`config.mk`:
```
export PLATFORM = sky130hd
export DESIGN_NAME = alf_framer
export DESIGN_NICKNAME = d
export VERILOG_FILES = /design/src/logic/alf_pkg.sv /design/src/logic/alf_plan_if.sv /design/src/logic/alf_framer.sv /design/src/logic/alf_lane_calc.sv /design/src/logic/alf_lane_ser.sv
export SDC_FILE = /design/constraint.sdc
export NUM_CORES = 2
export LEC_CHECK = 0
export ABC_AREA = 1
export BUFFER_PORTS_ARGS = -buffer_cell sky130_fd_sc_hd__buf_2
export CORE_MARGIN = 1.5
export CORE_UTILIZATION = 40
export DETAILED_ROUTE_END_ITERATION = 10
export HOLD_SLACK_MARGIN = 0.08
export SLEW_MARGIN = 20
export SYNTH_ARGS = -nofsm -noshare
export SYNTH_HDL_FRONTEND = slang
export SYNTH_SLANG_ARGS = --single-unit
```
`constraint.sdc`:
```
create_clock -name REF_CLK_I -period 4.24 [get_ports REF_CLK_I]
set_input_delay 0.212 -clock REF_CLK_I [delete_from_list [all_inputs] [get_ports REF_CLK_I]]
set_output_delay 0.212 -clock REF_CLK_I [all_outputs]
set_load 0.02 [all_outputs]
```
`src/logic/alf_pkg.sv`:
```
/*
  alf_pkg: shared constants for the lvds output framer.
  assumes: one 50 mhz clock; each clock cycle stands for one data bit clock period.
*/
package alf_pkg;
  // geometry
  localparam int unsigned NUM_LANES  = 16;
  localparam int unsigned NUM_WORDS  = 8;
  localparam int unsigned WORD_W     = 32;
  localparam int unsigned SAMPLE_W   = 16;
  localparam int unsigned FRAME_W    = NUM_WORDS * WORD_W;
  localparam int unsigned FRAME_CLOCK_LANE  = 0;
  localparam int unsigned TOP_LANE   = 15;
  localparam logic [4:0]  MAX_DATA_LANES = 5'h0f;
  localparam logic [2:0]  LANE_MUL   = 3'h3;   // lane count is 8 x k, a shift by 3
  localparam logic [3:0]  DLOG_BYPASS = 4'h0;
  localparam logic [1:0]  MAX_REAL_BANDS_M1 = 2'h1;

  // avalon register byte offsets
  localparam logic [7:0] ADDR_CTRL = 8'h00;
  localparam logic [7:0] ADDR_CFG  = 8'h04;
  localparam logic [7:0] ADDR_STAT = 8'h08;
  localparam logic [7:0] ADDR_FLEN = 8'h0c;
  localparam logic [7:0] ADDR_FCNT = 8'h10;

  // ctrl fields
  localparam int unsigned CTRL_EN_BIT  = 0;
  localparam int unsigned CTRL_DIV_BIT = 1;
  localparam logic [31:0] CTRL_RST     = 32'h0000_0000;
  localparam logic [31:0] CTRL_MASK    = 32'h0000_0003;

  // cfg fields
  localparam int unsigned CFG_DLOG_LSB  = 0;
  localparam int unsigned CFG_RES_BIT   = 4;
  localparam int unsigned CFG_CPLX_BIT  = 5;
  localparam int unsigned CFG_BANDS_LSB = 6;
  localparam logic [31:0] CFG_RST       = 32'h0000_0000;
  localparam logic [31:0] CFG_MASK      = 32'h0000_00ff;

  // stat fields
  localparam int unsigned STAT_SER_BIT   = 0;
  localparam int unsigned STAT_FRAC_BIT  = 1;
  localparam int unsigned STAT_ERR_BIT   = 2;
  localparam int unsigned STAT_NODIV_BIT = 3;
  localparam int unsigned STAT_LANE_LSB  = 4;

  typedef enum logic [1:0] {ST_IDLE, ST_BYPASS, ST_SERIAL, ST_FAULT} alf_state_t;
endpackage

```
`src/logic/alf_plan_if.sv`:
```
/*
  alf_plan_if: carries the output configuration to the lane planner and the
  resulting lane plan back.
  assumes: planner and framer share one clock.
*/
`timescale 1ns/1ns
interface alf_plan_if;
  logic [3:0]  dlog;      // log2 of decimation, 0 = bypass
  logic        res32;     // 32-bit output resolution
  logic        cplx;      // complex decimation
  logic [1:0]  bands_m1;  // band count minus one
  logic [4:0]  lanes;     // data lanes, 0 means below one lane
  logic        frac;      // below one lane
  logic        err;       // illegal combination
  logic [15:0] flen;      // frame length in bit clock periods

  modport framer  (output dlog, res32, cplx, bands_m1, input lanes, frac, err, flen);
  modport planner (input dlog, res32, cplx, bands_m1, output lanes, frac, err, flen);
endinterface

```
`src/logic/alf_framer.sv`:
```
/*
  alf_framer: lvds output framer top. parallel ddr output in bypass, serial
  framed output with frame clock on lane zero when decimating; avalon-mm
  register slave with waitrequest.
  assumes: one clock cycle models one data bit clock period; LANE_RISE_O and
  LANE_FALL_O are the bits for its rising and falling edge. band words arrive
  on BAND_DATA_I with a one-cycle BAND_LOAD_I; samples on SMP_A_I/SMP_B_I.
*/
`timescale 1ns/1ns
module alf_framer (
  // clock and reset
  input  wire logic                        REF_CLK_I,
  input  wire logic                        RST_N_I,
  // avalon-mm slave
  input  wire logic [7:0]                  AVS_ADDRESS_I,
  input  wire logic                        AVS_READ_I,
  input  wire logic                        AVS_WRITE_I,
  input  wire logic [31:0]                 AVS_WRITEDATA_I,
  input  wire logic [3:0]                  AVS_BYTEENABLE_I,
  output logic [31:0]                      AVS_READDATA_O,
  output logic                             AVS_WAITREQUEST_O,
  // sample sources
  input  wire logic [alf_pkg::SAMPLE_W-1:0] SMP_A_I,
  input  wire logic [alf_pkg::SAMPLE_W-1:0] SMP_B_I,
  input  wire logic [alf_pkg::FRAME_W-1:0]  BAND_DATA_I,
  input  wire logic                        BAND_LOAD_I,
  // lvds lanes
  output logic [alf_pkg::NUM_LANES-1:0]    LANE_RISE_O,
  output logic [alf_pkg::NUM_LANES-1:0]    LANE_FALL_O,
  // status pins
  output logic                             SERIAL_OUTPUT_MODE_O,
  output logic                             BIT_CLK_DIV_O,
  output logic                             FRAME_START_O
);
  // registers and state
  logic [31:0]                 ctrl_reg;
  logic [31:0]                 cfg_reg;
  logic [15:0]                 fcnt_reg;
  logic [15:0]                 cyc_reg;
  logic [15:0]                 cyc_next;
  logic [alf_pkg::FRAME_W-1:0] hold_reg;
  logic                        wait_reg;
  logic [31:0]                 rdata_reg;
  alf_pkg::alf_state_t         state_reg;
  alf_pkg::alf_state_t         state_next;
  // decoded access
  logic                        req;
  logic                        wr_ack;
  logic                        no_div;
  logic                        frame_first;
  logic                        frame_clock;
  logic [alf_pkg::NUM_LANES-1:0] ser_rise;
  logic [alf_pkg::NUM_LANES-1:0] ser_fall;

  // byte-enable merge, shared by every writable register
  function automatic logic [31:0] be_merge(input logic [31:0] old_v, input logic [31:0] new_v,
                                           input logic [3:0] be, input logic [31:0] mask);
    logic [31:0] r;
    r = old_v;
    for (int b = 0; b < 4; b++) begin
      if (be[b])
        r[8*b +: 8] = new_v[8*b +: 8];
    end
    return r & mask;
  endfunction

  alf_plan_if plan ();

  // configuration fields towards the planner
  assign plan.dlog     = cfg_reg[alf_pkg::CFG_DLOG_LSB +: 4];
  assign plan.res32    = cfg_reg[alf_pkg::CFG_RES_BIT];
  assign plan.cplx     = cfg_reg[alf_pkg::CFG_CPLX_BIT];
  assign plan.bands_m1 = cfg_reg[alf_pkg::CFG_BANDS_LSB +: 2];

  alf_lane_calc u_calc (
    .clk_i   (REF_CLK_I),
    .rst_n_i (RST_N_I),
    .pl      (plan.planner)
  );

  alf_lane_ser u_ser (
    .clk_i   (REF_CLK_I),
    .rst_n_i (RST_N_I),
    .load_i  (frame_first),
    .res32_i (plan.res32),
    .lanes_i ((state_reg == alf_pkg::ST_SERIAL) ? (plan.frac ? 5'h01 : plan.lanes) : 5'h00),
    .words_i (hold_reg),
    .rise_o  (ser_rise),
    .fall_o  (ser_fall)
  );

  // one wait cycle per access keeps the read mux off the address path
  assign req    = AVS_READ_I | AVS_WRITE_I;
  assign wr_ack = AVS_WRITE_I & ~wait_reg;
  assign no_div = plan.frac & ~ctrl_reg[alf_pkg::CTRL_DIV_BIT];   // host did not enable divider

  // waitrequest: high while idle, low for the accepting cycle
  always_ff @(posedge REF_CLK_I or negedge RST_N_I) begin
    if (!RST_N_I)
      wait_reg <= 1'b1;
    else
      wait_reg <= ~(req & wait_reg);
  end

  // read data captured one edge before acceptance; unmapped reads zero
  always_ff @(posedge REF_CLK_I or negedge RST_N_I) begin
    if (!RST_N_I) begin
      rdata_reg <= 32'h0000_0000;
    end else if (AVS_READ_I & wait_reg) begin
      unique case (AVS_ADDRESS_I)
        alf_pkg::ADDR_CTRL: rdata_reg <= ctrl_reg;
        alf_pkg::ADDR_CFG:  rdata_reg <= cfg_reg;
        alf_pkg::ADDR_STAT: rdata_reg <= 32'({plan.lanes, no_div, plan.err, plan.frac,
                                              state_reg == alf_pkg::ST_SERIAL});
        alf_pkg::ADDR_FLEN: rdata_reg <= 32'(plan.flen);
        alf_pkg::ADDR_FCNT: rdata_reg <= 32'(fcnt_reg);
        default:            rdata_reg <= 32'h0000_0000;
      endcase
    end
  end

  // control register: enable and bit clock divider enable
  always_ff @(posedge REF_CLK_I or negedge RST_N_I) begin
    if (!RST_N_I)
      ctrl_reg <= alf_pkg::CTRL_RST;
    else if (wr_ack && AVS_ADDRESS_I == alf_pkg::ADDR_CTRL)
      ctrl_reg <= be_merge(ctrl_reg, AVS_WRITEDATA_I, AVS_BYTEENABLE_I, alf_pkg::CTRL_MASK);
  end

  // configuration register: decimation, resolution, complex, bands
  always_ff @(posedge REF_CLK_I or negedge RST_N_I) begin
    if (!RST_N_I)
      cfg_reg <= alf_pkg::CFG_RST;
    else if (wr_ack && AVS_ADDRESS_I == alf_pkg::ADDR_CFG)
      cfg_reg <= be_merge(cfg_reg, AVS_WRITEDATA_I, AVS_BYTEENABLE_I, alf_pkg::CFG_MASK);
  end

  // mode selection from enable and lane plan
  always_comb begin
    if (!ctrl_reg[alf_pkg::CTRL_EN_BIT])
      state_next = alf_pkg::ST_IDLE;
    else if (plan.dlog == alf_pkg::DLOG_BYPASS)
      state_next = alf_pkg::ST_BYPASS;
    else if (plan.err || no_div)
      state_next = alf_pkg::ST_FAULT;
    else
      state_next = alf_pkg::ST_SERIAL;
  end

  always_ff @(posedge REF_CLK_I or negedge RST_N_I) begin
    if (!RST_N_I)
      state_reg <= alf_pkg::ST_IDLE;
    else
      state_reg <= state_next;
  end

  // frame position counter; restarts whenever serial mode is left
  assign frame_first = (state_reg == alf_pkg::ST_SERIAL) && (cyc_reg == 16'h0000);
  assign frame_clock        = cyc_reg < (plan.flen >> 1);                 // high first half of frame

  // at-or-past test: a shorter frame set mid-frame must not run the count around
  always_comb begin
    cyc_next = cyc_reg + 16'h0001;
    if (state_reg != alf_pkg::ST_SERIAL || cyc_next >= plan.flen)
      cyc_next = 16'h0000;
  end

  always_ff @(posedge REF_CLK_I or negedge RST_N_I) begin
    if (!RST_N_I)
      cyc_reg <= 16'h0000;
    else
      cyc_reg <= cyc_next;
  end

  // band words held until the next BAND_LOAD_I; stale words repeat
  always_ff @(posedge REF_CLK_I or negedge RST_N_I) begin
    if (!RST_N_I)
      hold_reg <= '0;
    else if (BAND_LOAD_I)
      hold_reg <= BAND_DATA_I;
  end

  // frames sent, wraps
  always_ff @(posedge REF_CLK_I or negedge RST_N_I) begin
    if (!RST_N_I)
      fcnt_reg <= 16'h0000;
    else if (frame_first)
      fcnt_reg <= fcnt_reg + 16'h0001;
  end

  // lane drivers: ddr sample pair in bypass, framed bits in serial
  always_ff @(posedge REF_CLK_I or negedge RST_N_I) begin
    if (!RST_N_I) begin
      LANE_RISE_O <= '0;
      LANE_FALL_O <= '0;
    end else begin
      unique case (state_reg)
        alf_pkg::ST_BYPASS: begin
          LANE_RISE_O <= SMP_A_I;
          LANE_FALL_O <= SMP_B_I;
        end
        alf_pkg::ST_SERIAL: begin
          LANE_RISE_O <= ser_rise;
          LANE_FALL_O <= ser_fall;
          LANE_RISE_O[alf_pkg::FRAME_CLOCK_LANE] <= frame_clock;
          LANE_FALL_O[alf_pkg::FRAME_CLOCK_LANE] <= frame_clock;
        end
        alf_pkg::ST_IDLE, alf_pkg::ST_FAULT: begin
          LANE_RISE_O <= '0;
          LANE_FALL_O <= '0;
        end
      endcase
    end
  end

  // status pins follow the lanes by the same one edge
  always_ff @(posedge REF_CLK_I or negedge RST_N_I) begin
    if (!RST_N_I) begin
      SERIAL_OUTPUT_MODE_O <= 1'b0;
      BIT_CLK_DIV_O        <= 1'b0;
      FRAME_START_O        <= 1'b0;
    end else begin
      SERIAL_OUTPUT_MODE_O <= (state_reg == alf_pkg::ST_SERIAL);
      BIT_CLK_DIV_O        <= (state_reg == alf_pkg::ST_SERIAL) && plan.frac;   // dout/2 bit clock
      FRAME_START_O        <= frame_first;
    end
  end

  // bus answer straight from flops
  assign AVS_READDATA_O    = rdata_reg;
  assign AVS_WAITREQUEST_O = wait_reg;
endmodule // alf_framer

```
`src/logic/alf_lane_calc.sv`:
```
/*
  alf_lane_calc: derives lane count, frame length and legality from the
  resolution, band count, real/complex and decimation settings.
  assumes: settings held stable by the framer; result lags by one clock.
*/
`timescale 1ns/1ns
module alf_lane_calc (
  // clock and reset
  input  wire logic   clk_i,
  input  wire logic   rst_n_i,
  // plan link
  alf_plan_if.planner pl
);
  logic [4:0]  k;
  logic [7:0]  k8;
  logic [7:0]  lanes_full;
  logic [22:0] back;
  logic        err_next;

  // k = r x b x c, lanes = 8 x k / d
  always_comb begin
    k          = 5'(({3'h0, pl.bands_m1} + 5'h01) << ({1'b0, pl.res32} + {1'b0, pl.cplx}));
    k8         = 8'({k, 3'h0});
    lanes_full = k8 >> pl.dlog;
    back       = 23'({15'h0, lanes_full}) << pl.dlog;
    err_next   = 1'b0;
    if (pl.dlog != alf_pkg::DLOG_BYPASS) begin
      if (lanes_full > 8'(alf_pkg::MAX_DATA_LANES))                 // at most 15 data lanes
        err_next = 1'b1;
      if (!pl.cplx && (pl.bands_m1 > alf_pkg::MAX_REAL_BANDS_M1))    // real allows one band per channel
        err_next = 1'b1;
      if ((lanes_full != 8'h00) && (back != 23'(k8)))                // non-integer lane count above one is unusable
        err_next = 1'b1;
    end
  end

  // plan registers
  always_ff @(posedge clk_i or negedge rst_n_i) begin
    if (!rst_n_i) begin
      pl.lanes <= 5'h00;
      pl.frac  <= 1'b0;
      pl.err   <= 1'b0;
      pl.flen  <= 16'h0000;
    end else begin
      pl.lanes <= lanes_full[4:0];
      pl.frac  <= (lanes_full == 8'h00);
      pl.err   <= err_next;
      // frame = d bit clocks at or above one lane, else 8 x k divided ones
      pl.flen  <= (lanes_full == 8'h00) ? 16'(k8) : 16'(17'h00001 << pl.dlog);
    end
  end
endmodule // alf_lane_calc

```
`src/logic/alf_lane_ser.sv`:
```
/*
  alf_lane_ser: frame shift register; builds the msb-first frame stream from
  the held band words and hands out two bits per active lane each cycle.
  assumes: load on the first cycle of a frame, shift on every other one.
*/
`timescale 1ns/1ns
module alf_lane_ser (
  // clock and reset
  input  wire logic                        clk_i,
  input  wire logic                        rst_n_i,
  // control
  input  wire logic                        load_i,
  input  wire logic                        res32_i,
  input  wire logic [4:0]                  lanes_i,
  input  wire logic [alf_pkg::FRAME_W-1:0] words_i,
  // lane bits for this bit clock period
  output logic [alf_pkg::NUM_LANES-1:0]    rise_o,
  output logic [alf_pkg::NUM_LANES-1:0]    fall_o
);
  logic [alf_pkg::FRAME_W-1:0] stream;
  logic [alf_pkg::FRAME_W-1:0] pick;
  logic [alf_pkg::FRAME_W-1:0] frame_reg;

  // word order b0i,b0q,b1i.. or b0,b1..: word 0 goes out first
  always_comb begin
    stream = '0;
    for (int w = 0; w < alf_pkg::NUM_WORDS; w++) begin
      if (res32_i)
        stream[alf_pkg::FRAME_W-1-w*alf_pkg::WORD_W -: alf_pkg::WORD_W] = words_i[w*alf_pkg::WORD_W +: alf_pkg::WORD_W];
      else
        stream[alf_pkg::FRAME_W-1-w*alf_pkg::SAMPLE_W -: alf_pkg::SAMPLE_W] =
          words_i[w*alf_pkg::WORD_W +: alf_pkg::SAMPLE_W];
    end
    pick = load_i ? stream : frame_reg;
  end

  // lane top-j takes the next bit pair: odd bit on rise, even on fall
  always_comb begin
    rise_o = '0;
    fall_o = '0;
    for (int j = 0; j < alf_pkg::NUM_LANES - 1; j++) begin
      if (5'(j) < lanes_i) begin
        rise_o[alf_pkg::TOP_LANE-j] = pick[alf_pkg::FRAME_W-1-2*j];
        fall_o[alf_pkg::TOP_LANE-j] = pick[alf_pkg::FRAME_W-2-2*j];
      end
    end
  end

  // consume 2 x lanes bits per bit clock period
  always_ff @(posedge clk_i or negedge rst_n_i) begin
    if (!rst_n_i)
      frame_reg <= '0;
    else
      frame_reg <= pick << {lanes_i, 1'b0};
  end
endmodule // alf_lane_ser

```
==> reports/results.env <==
STATUS='finished, final reports clean'
FINAL_HOLD_VIOL_COUNT=0
TIMING.CRITICAL_PATH.FROM_TYPE='register'
YS_SEQ_AREA_SHARE_PCT=37.92
POWER_DENSITY_nW_PER_UM2=304.3
VIAS_PER_CELL=5.904
CRITICAL_PATH_TYPE='reg2reg'
GRT_START_MAX_NET_PINS=174
SYN_AREA_UM2=41650
DRT-MET1-WL_UM=81680
INTPOWER_uW=11540
TIMING.HOLD.WORST.CLASS='in2reg'
REGISTER_AREA_UM2=15800
CTS-BUFFERS-INSERTED=79
FIRST_GLOBAL_VIAS=43813
CLK_PIN_SLEW_NS=0.06
CTS_REPAIR_RESIZE_COUNT=0
CLOCK-ROOT-BUFFER='sky130_fd_sc_hd__clkbuf_16'
MULTI_INPUT_AREA_UM2=22950
CORE_UM2=103300
STDCELL_AREA_UM2=51190
P_LEAK_uW=0.02487
TIMING.CRITICAL_PATH.FANOUT_MAX=33
MAX-VDD-IR-DROP_uV=322.4
N_FILL_CELL=10316
GRT_USE_TOTAL_PCT=35.01
DETAIL_ROUTE.WL_PER_CELL_UM=24.03
NUM-NETS-FINAL=6851
HIGHEST-SIGNAL-LAYER='met4'
GROWTH_OF_DESIGN_AREA_FROM_SYNTHESIS_TO_FINISH_PCT=22.91
FLOORPLAN_ROW_COUNT=118
SYNTH_CELL_TYPE_COUNT=49
ROUTE.MET3.WL_UM=18690
PWR-SHARE-SEQ_PCT=42.3
CRIT_PATH_END_KIND='register'
FINALCRITICALPERIOD_NS=3.638
SETUP.REG_TO_REG.WORST_SLACK_NS=0.60
TOTAL_COUNT_OF_MAX_TRANSITION_VIOLATIONS_IN_THE_FINAL_REPORT=0
MAXSLEWHEADROOM_PCT=24.55
YS_SEQ_ELEMENTS=631
YOSYSTOPAREACELLSHARE_PCT=37.85
ASYNC_FLOP_SHARE_PCT=100.0
TIMING.FINAL.CRIT_SHARE_PCT=85.80
CLOCK_NETWORK_LATENCY_TO_THE_LATER_PIN_OF_THE_WORST_SKEW_PAIR_NS=0.68
DIEAREA_UM2=106100
PLACED_INSTANCE_AREA_UM2=44900
YOSYS-TOP-CELLS-COUNT='sky130_fd_sc_hd__nand3_1, sky130_fd_sc_hd__nand2_1, sky130_fd_sc_hd__dfrtp_1'
CTS_MAX_LEVEL=3
GRT_ANTENNA_BEFORE_REPAIR=7
CTS_NUM_SINKS=631
FINCLKSKEW_NS=0.02961
SYNTH.LARGEST_AREA_CELL='sky130_fd_sc_hd__dfrtp_1'
SETUP_TOTAL_NEGATIVE_SLACK_NS=0
SYNTHFLOPTYPE='sky130_fd_sc_hd__dfrtp_1'
GRT-OVFL-TOTAL=0
POSTSYNTHAREAPERCELL_UM2=6.921
FINAL_LAYOUT_SIZE_SUFFIX_GT1_SHARE_PCT=12.01
FINALWIRELENGTH_UM=190500
DR.FIRST_ITER.DRC_COUNT=5959
GRT_PASS1_WL_UM=282400
DRC=0
P_CLK_SHARE_PCT=48.5
DRV.MAX_CAP_VIOLATION_COUNT=0
CLOCKBUFFERDEPTH=3
NUMBER_OF_ENABLE_FLIP_FLOP_CELLS_AFTER_SYNTHESIS=0
WL_MET2_UM=82430
IO_BUFFERS=361
SYNTHCELLS=6017
IOS=405
TIMING.FINAL.SETUP_VIOLATIONS=0
DETAILROUTE.VIA_COUNT=46810
GP_CONGESTION=0.9740
DIE_HEIGHT_UM=325.7
ANT_NETS=0
TOTAL_SWITCHING_POWER_uW=4030
RSZ0062_AT_GRT='false'
DP_HPWL_UM=134800
WORST_EP_ARRIVAL_TIME_NS=4.17
TIMING.HOLD.WS_NS=0.09711
DR.PASS1.ITERS=7
INITIAL_UTILIZATION_PCT=40.30
TIMING.CRITICAL_PATH.REQUIRED_NS=4.77
WORST_SLEW_PIN_SLEW_NS=1.132
SYNTHTOPCELLSBYAREA='sky130_fd_sc_hd__dfrtp_1, sky130_fd_sc_hd__nand3_1, sky130_fd_sc_hd__nand2_1'
DIE_W_UM=325.7
YOSYSWARNINGCOUNT=0
CLOCK_TREE_FROM_TRITONCTS='done'
FMAXACHIEVABLE_MHz=274.9
SWITCHING_SHARE_PCT=25.87
SYNTH.MOST_COMMON_CELL='sky130_fd_sc_hd__nand3_1'
SHARE_COMB_OF_TOTAL_POWER_PCT=9.2
[cells in the final DEF (no fill, tap or decap), types with 12 or more instances in the layout]
cell type and instances:
sky130_fd_sc_hd__nand3_1 2097, sky130_fd_sc_hd__inv_1 320, sky130_fd_sc_hd__bufinv_16 12, sky130_fd_sc_hd__ha_1 36
sky130_fd_sc_hd__conb_1 24, sky130_fd_sc_hd__nand4_1 106, sky130_fd_sc_hd__nand2_1 1568, sky130_fd_sc_hd__a21oi_1 48
sky130_fd_sc_hd__o211ai_1 28, sky130_fd_sc_hd__buf_2 359, sky130_fd_sc_hd__buf_4 75, sky130_fd_sc_hd__xor2_1 19
sky130_fd_sc_hd__o21ai_0 300, sky130_fd_sc_hd__mux2_2 149, sky130_fd_sc_hd__clkbuf_16 82, sky130_fd_sc_hd__nand3b_1 63
sky130_fd_sc_hd__nor3_1 18, sky130_fd_sc_hd__clkbuf_8 18, sky130_fd_sc_hd__nor2_1 83, sky130_fd_sc_hd__dlygate4sd3_1 340
sky130_fd_sc_hd__buf_12 39, sky130_fd_sc_hd__clkinv_2 15, sky130_fd_sc_hd__dfrtp_1 629
[power by group through the flow]
stage	Sequential, uW	Combinational (uW)	Clock [uW]
2_1_floorplan	6530	642	0
3_3_place_gp	6680	1140	0
3_5_place_dp	6680	1160	0
4_1_cts	6580	1410	7660
5_1_grt	6610	1580	7870
6_report	6590	1430	7550
[what timing repair did]
action	4_1_cts	5_1_grt
hold endpoints to repair	376	0
hold buffers	340	0
setup buffers	0	0
[routing by layer]
layer  vias up  track usage (%)
met3       351            7.052
li1      21511                -
met4         0            13.10
met2      2488            52.78
met1     22460            49.39
met5         -                0
[path summary, 6_finish.rpt]
| path | depth (start not counted) | startpoint | endpoint |
|---|---|---|---|
| setup / recovery | 12 | state_reg[1] | LANE_RISE_O[13] |
| hold / removal | 2 | BAND_LOAD_I | hold_reg[0] |
| setup reg to reg | 12 | state_reg[1] | LANE_RISE_O[13] |
| hold reg to reg | 2 | AVS_READDATA_O[7] | AVS_READDATA_O[7] |
| max in group asynchronous | 3 | RST_N_I | hold_reg[174] |
| min in group asynchronous | 2 | RST_N_I | cfg_reg[6] |
[critical path, cell delays in order (launching register included)]
cell	delay, ns
sky130_fd_sc_hd__dfrtp_1	0.37
sky130_fd_sc_hd__inv_2	0.40
sky130_fd_sc_hd__nor2_4	0.18
sky130_fd_sc_hd__inv_1	0.18
sky130_fd_sc_hd__nor2_1	0.06
sky130_fd_sc_hd__inv_1	0.28
sky130_fd_sc_hd__nor2_4	0.12
sky130_fd_sc_hd__nor2_1	0.18
sky130_fd_sc_hd__clkinv_1	0.10
sky130_fd_sc_hd__nor2_1	0.74
sky130_fd_sc_hd__inv_1	0.50
sky130_fd_sc_hd__a21oi_1	0.30
sky130_fd_sc_hd__o21ai_0	0.10
[per-stage QoR]
step                util, %  total power, uW  cells  setup WS (ns)
global route          49.52            16060   7923         0.3582
floorplan                 -             7175   6040          1.223
global placement      43.45             7825   7437         0.7335
detailed placement    43.45             7842   7437         0.6874
finish                49.53            15570   7929         0.6023
CTS                   49.52            15640   7923         0.6655
[cells by family (layout without fill, tap and decap cells)]
family          Yosys count  in the layout  synth area share, %
buf+inv                 788           1291                7.340
fa+ha+maj                36             36                1.082
compound gates          433            433                5.723
flops                   631            631                37.92
simple gates           3956           3956                43.41
xor+xnor                 21             21               0.4416
other cells               1             30             0.009004
mux                     151            151                4.077
[cell type report]
class / count / area share [%]
Sequential cell: 631 / 30.86
Clock inverter: 37 / 1.044
Tap cell: 1380 / 3.373
Timing Repair Buffer: 815 / 12.84
Antenna cell: 6 / 0.02933
Clock buffer: 109 / 4.559
Inverter: 330 / 2.469
Multi-Input combinational cell: 4621 / 44.83
No activity file was read; power rests on OpenSTA's default activity.
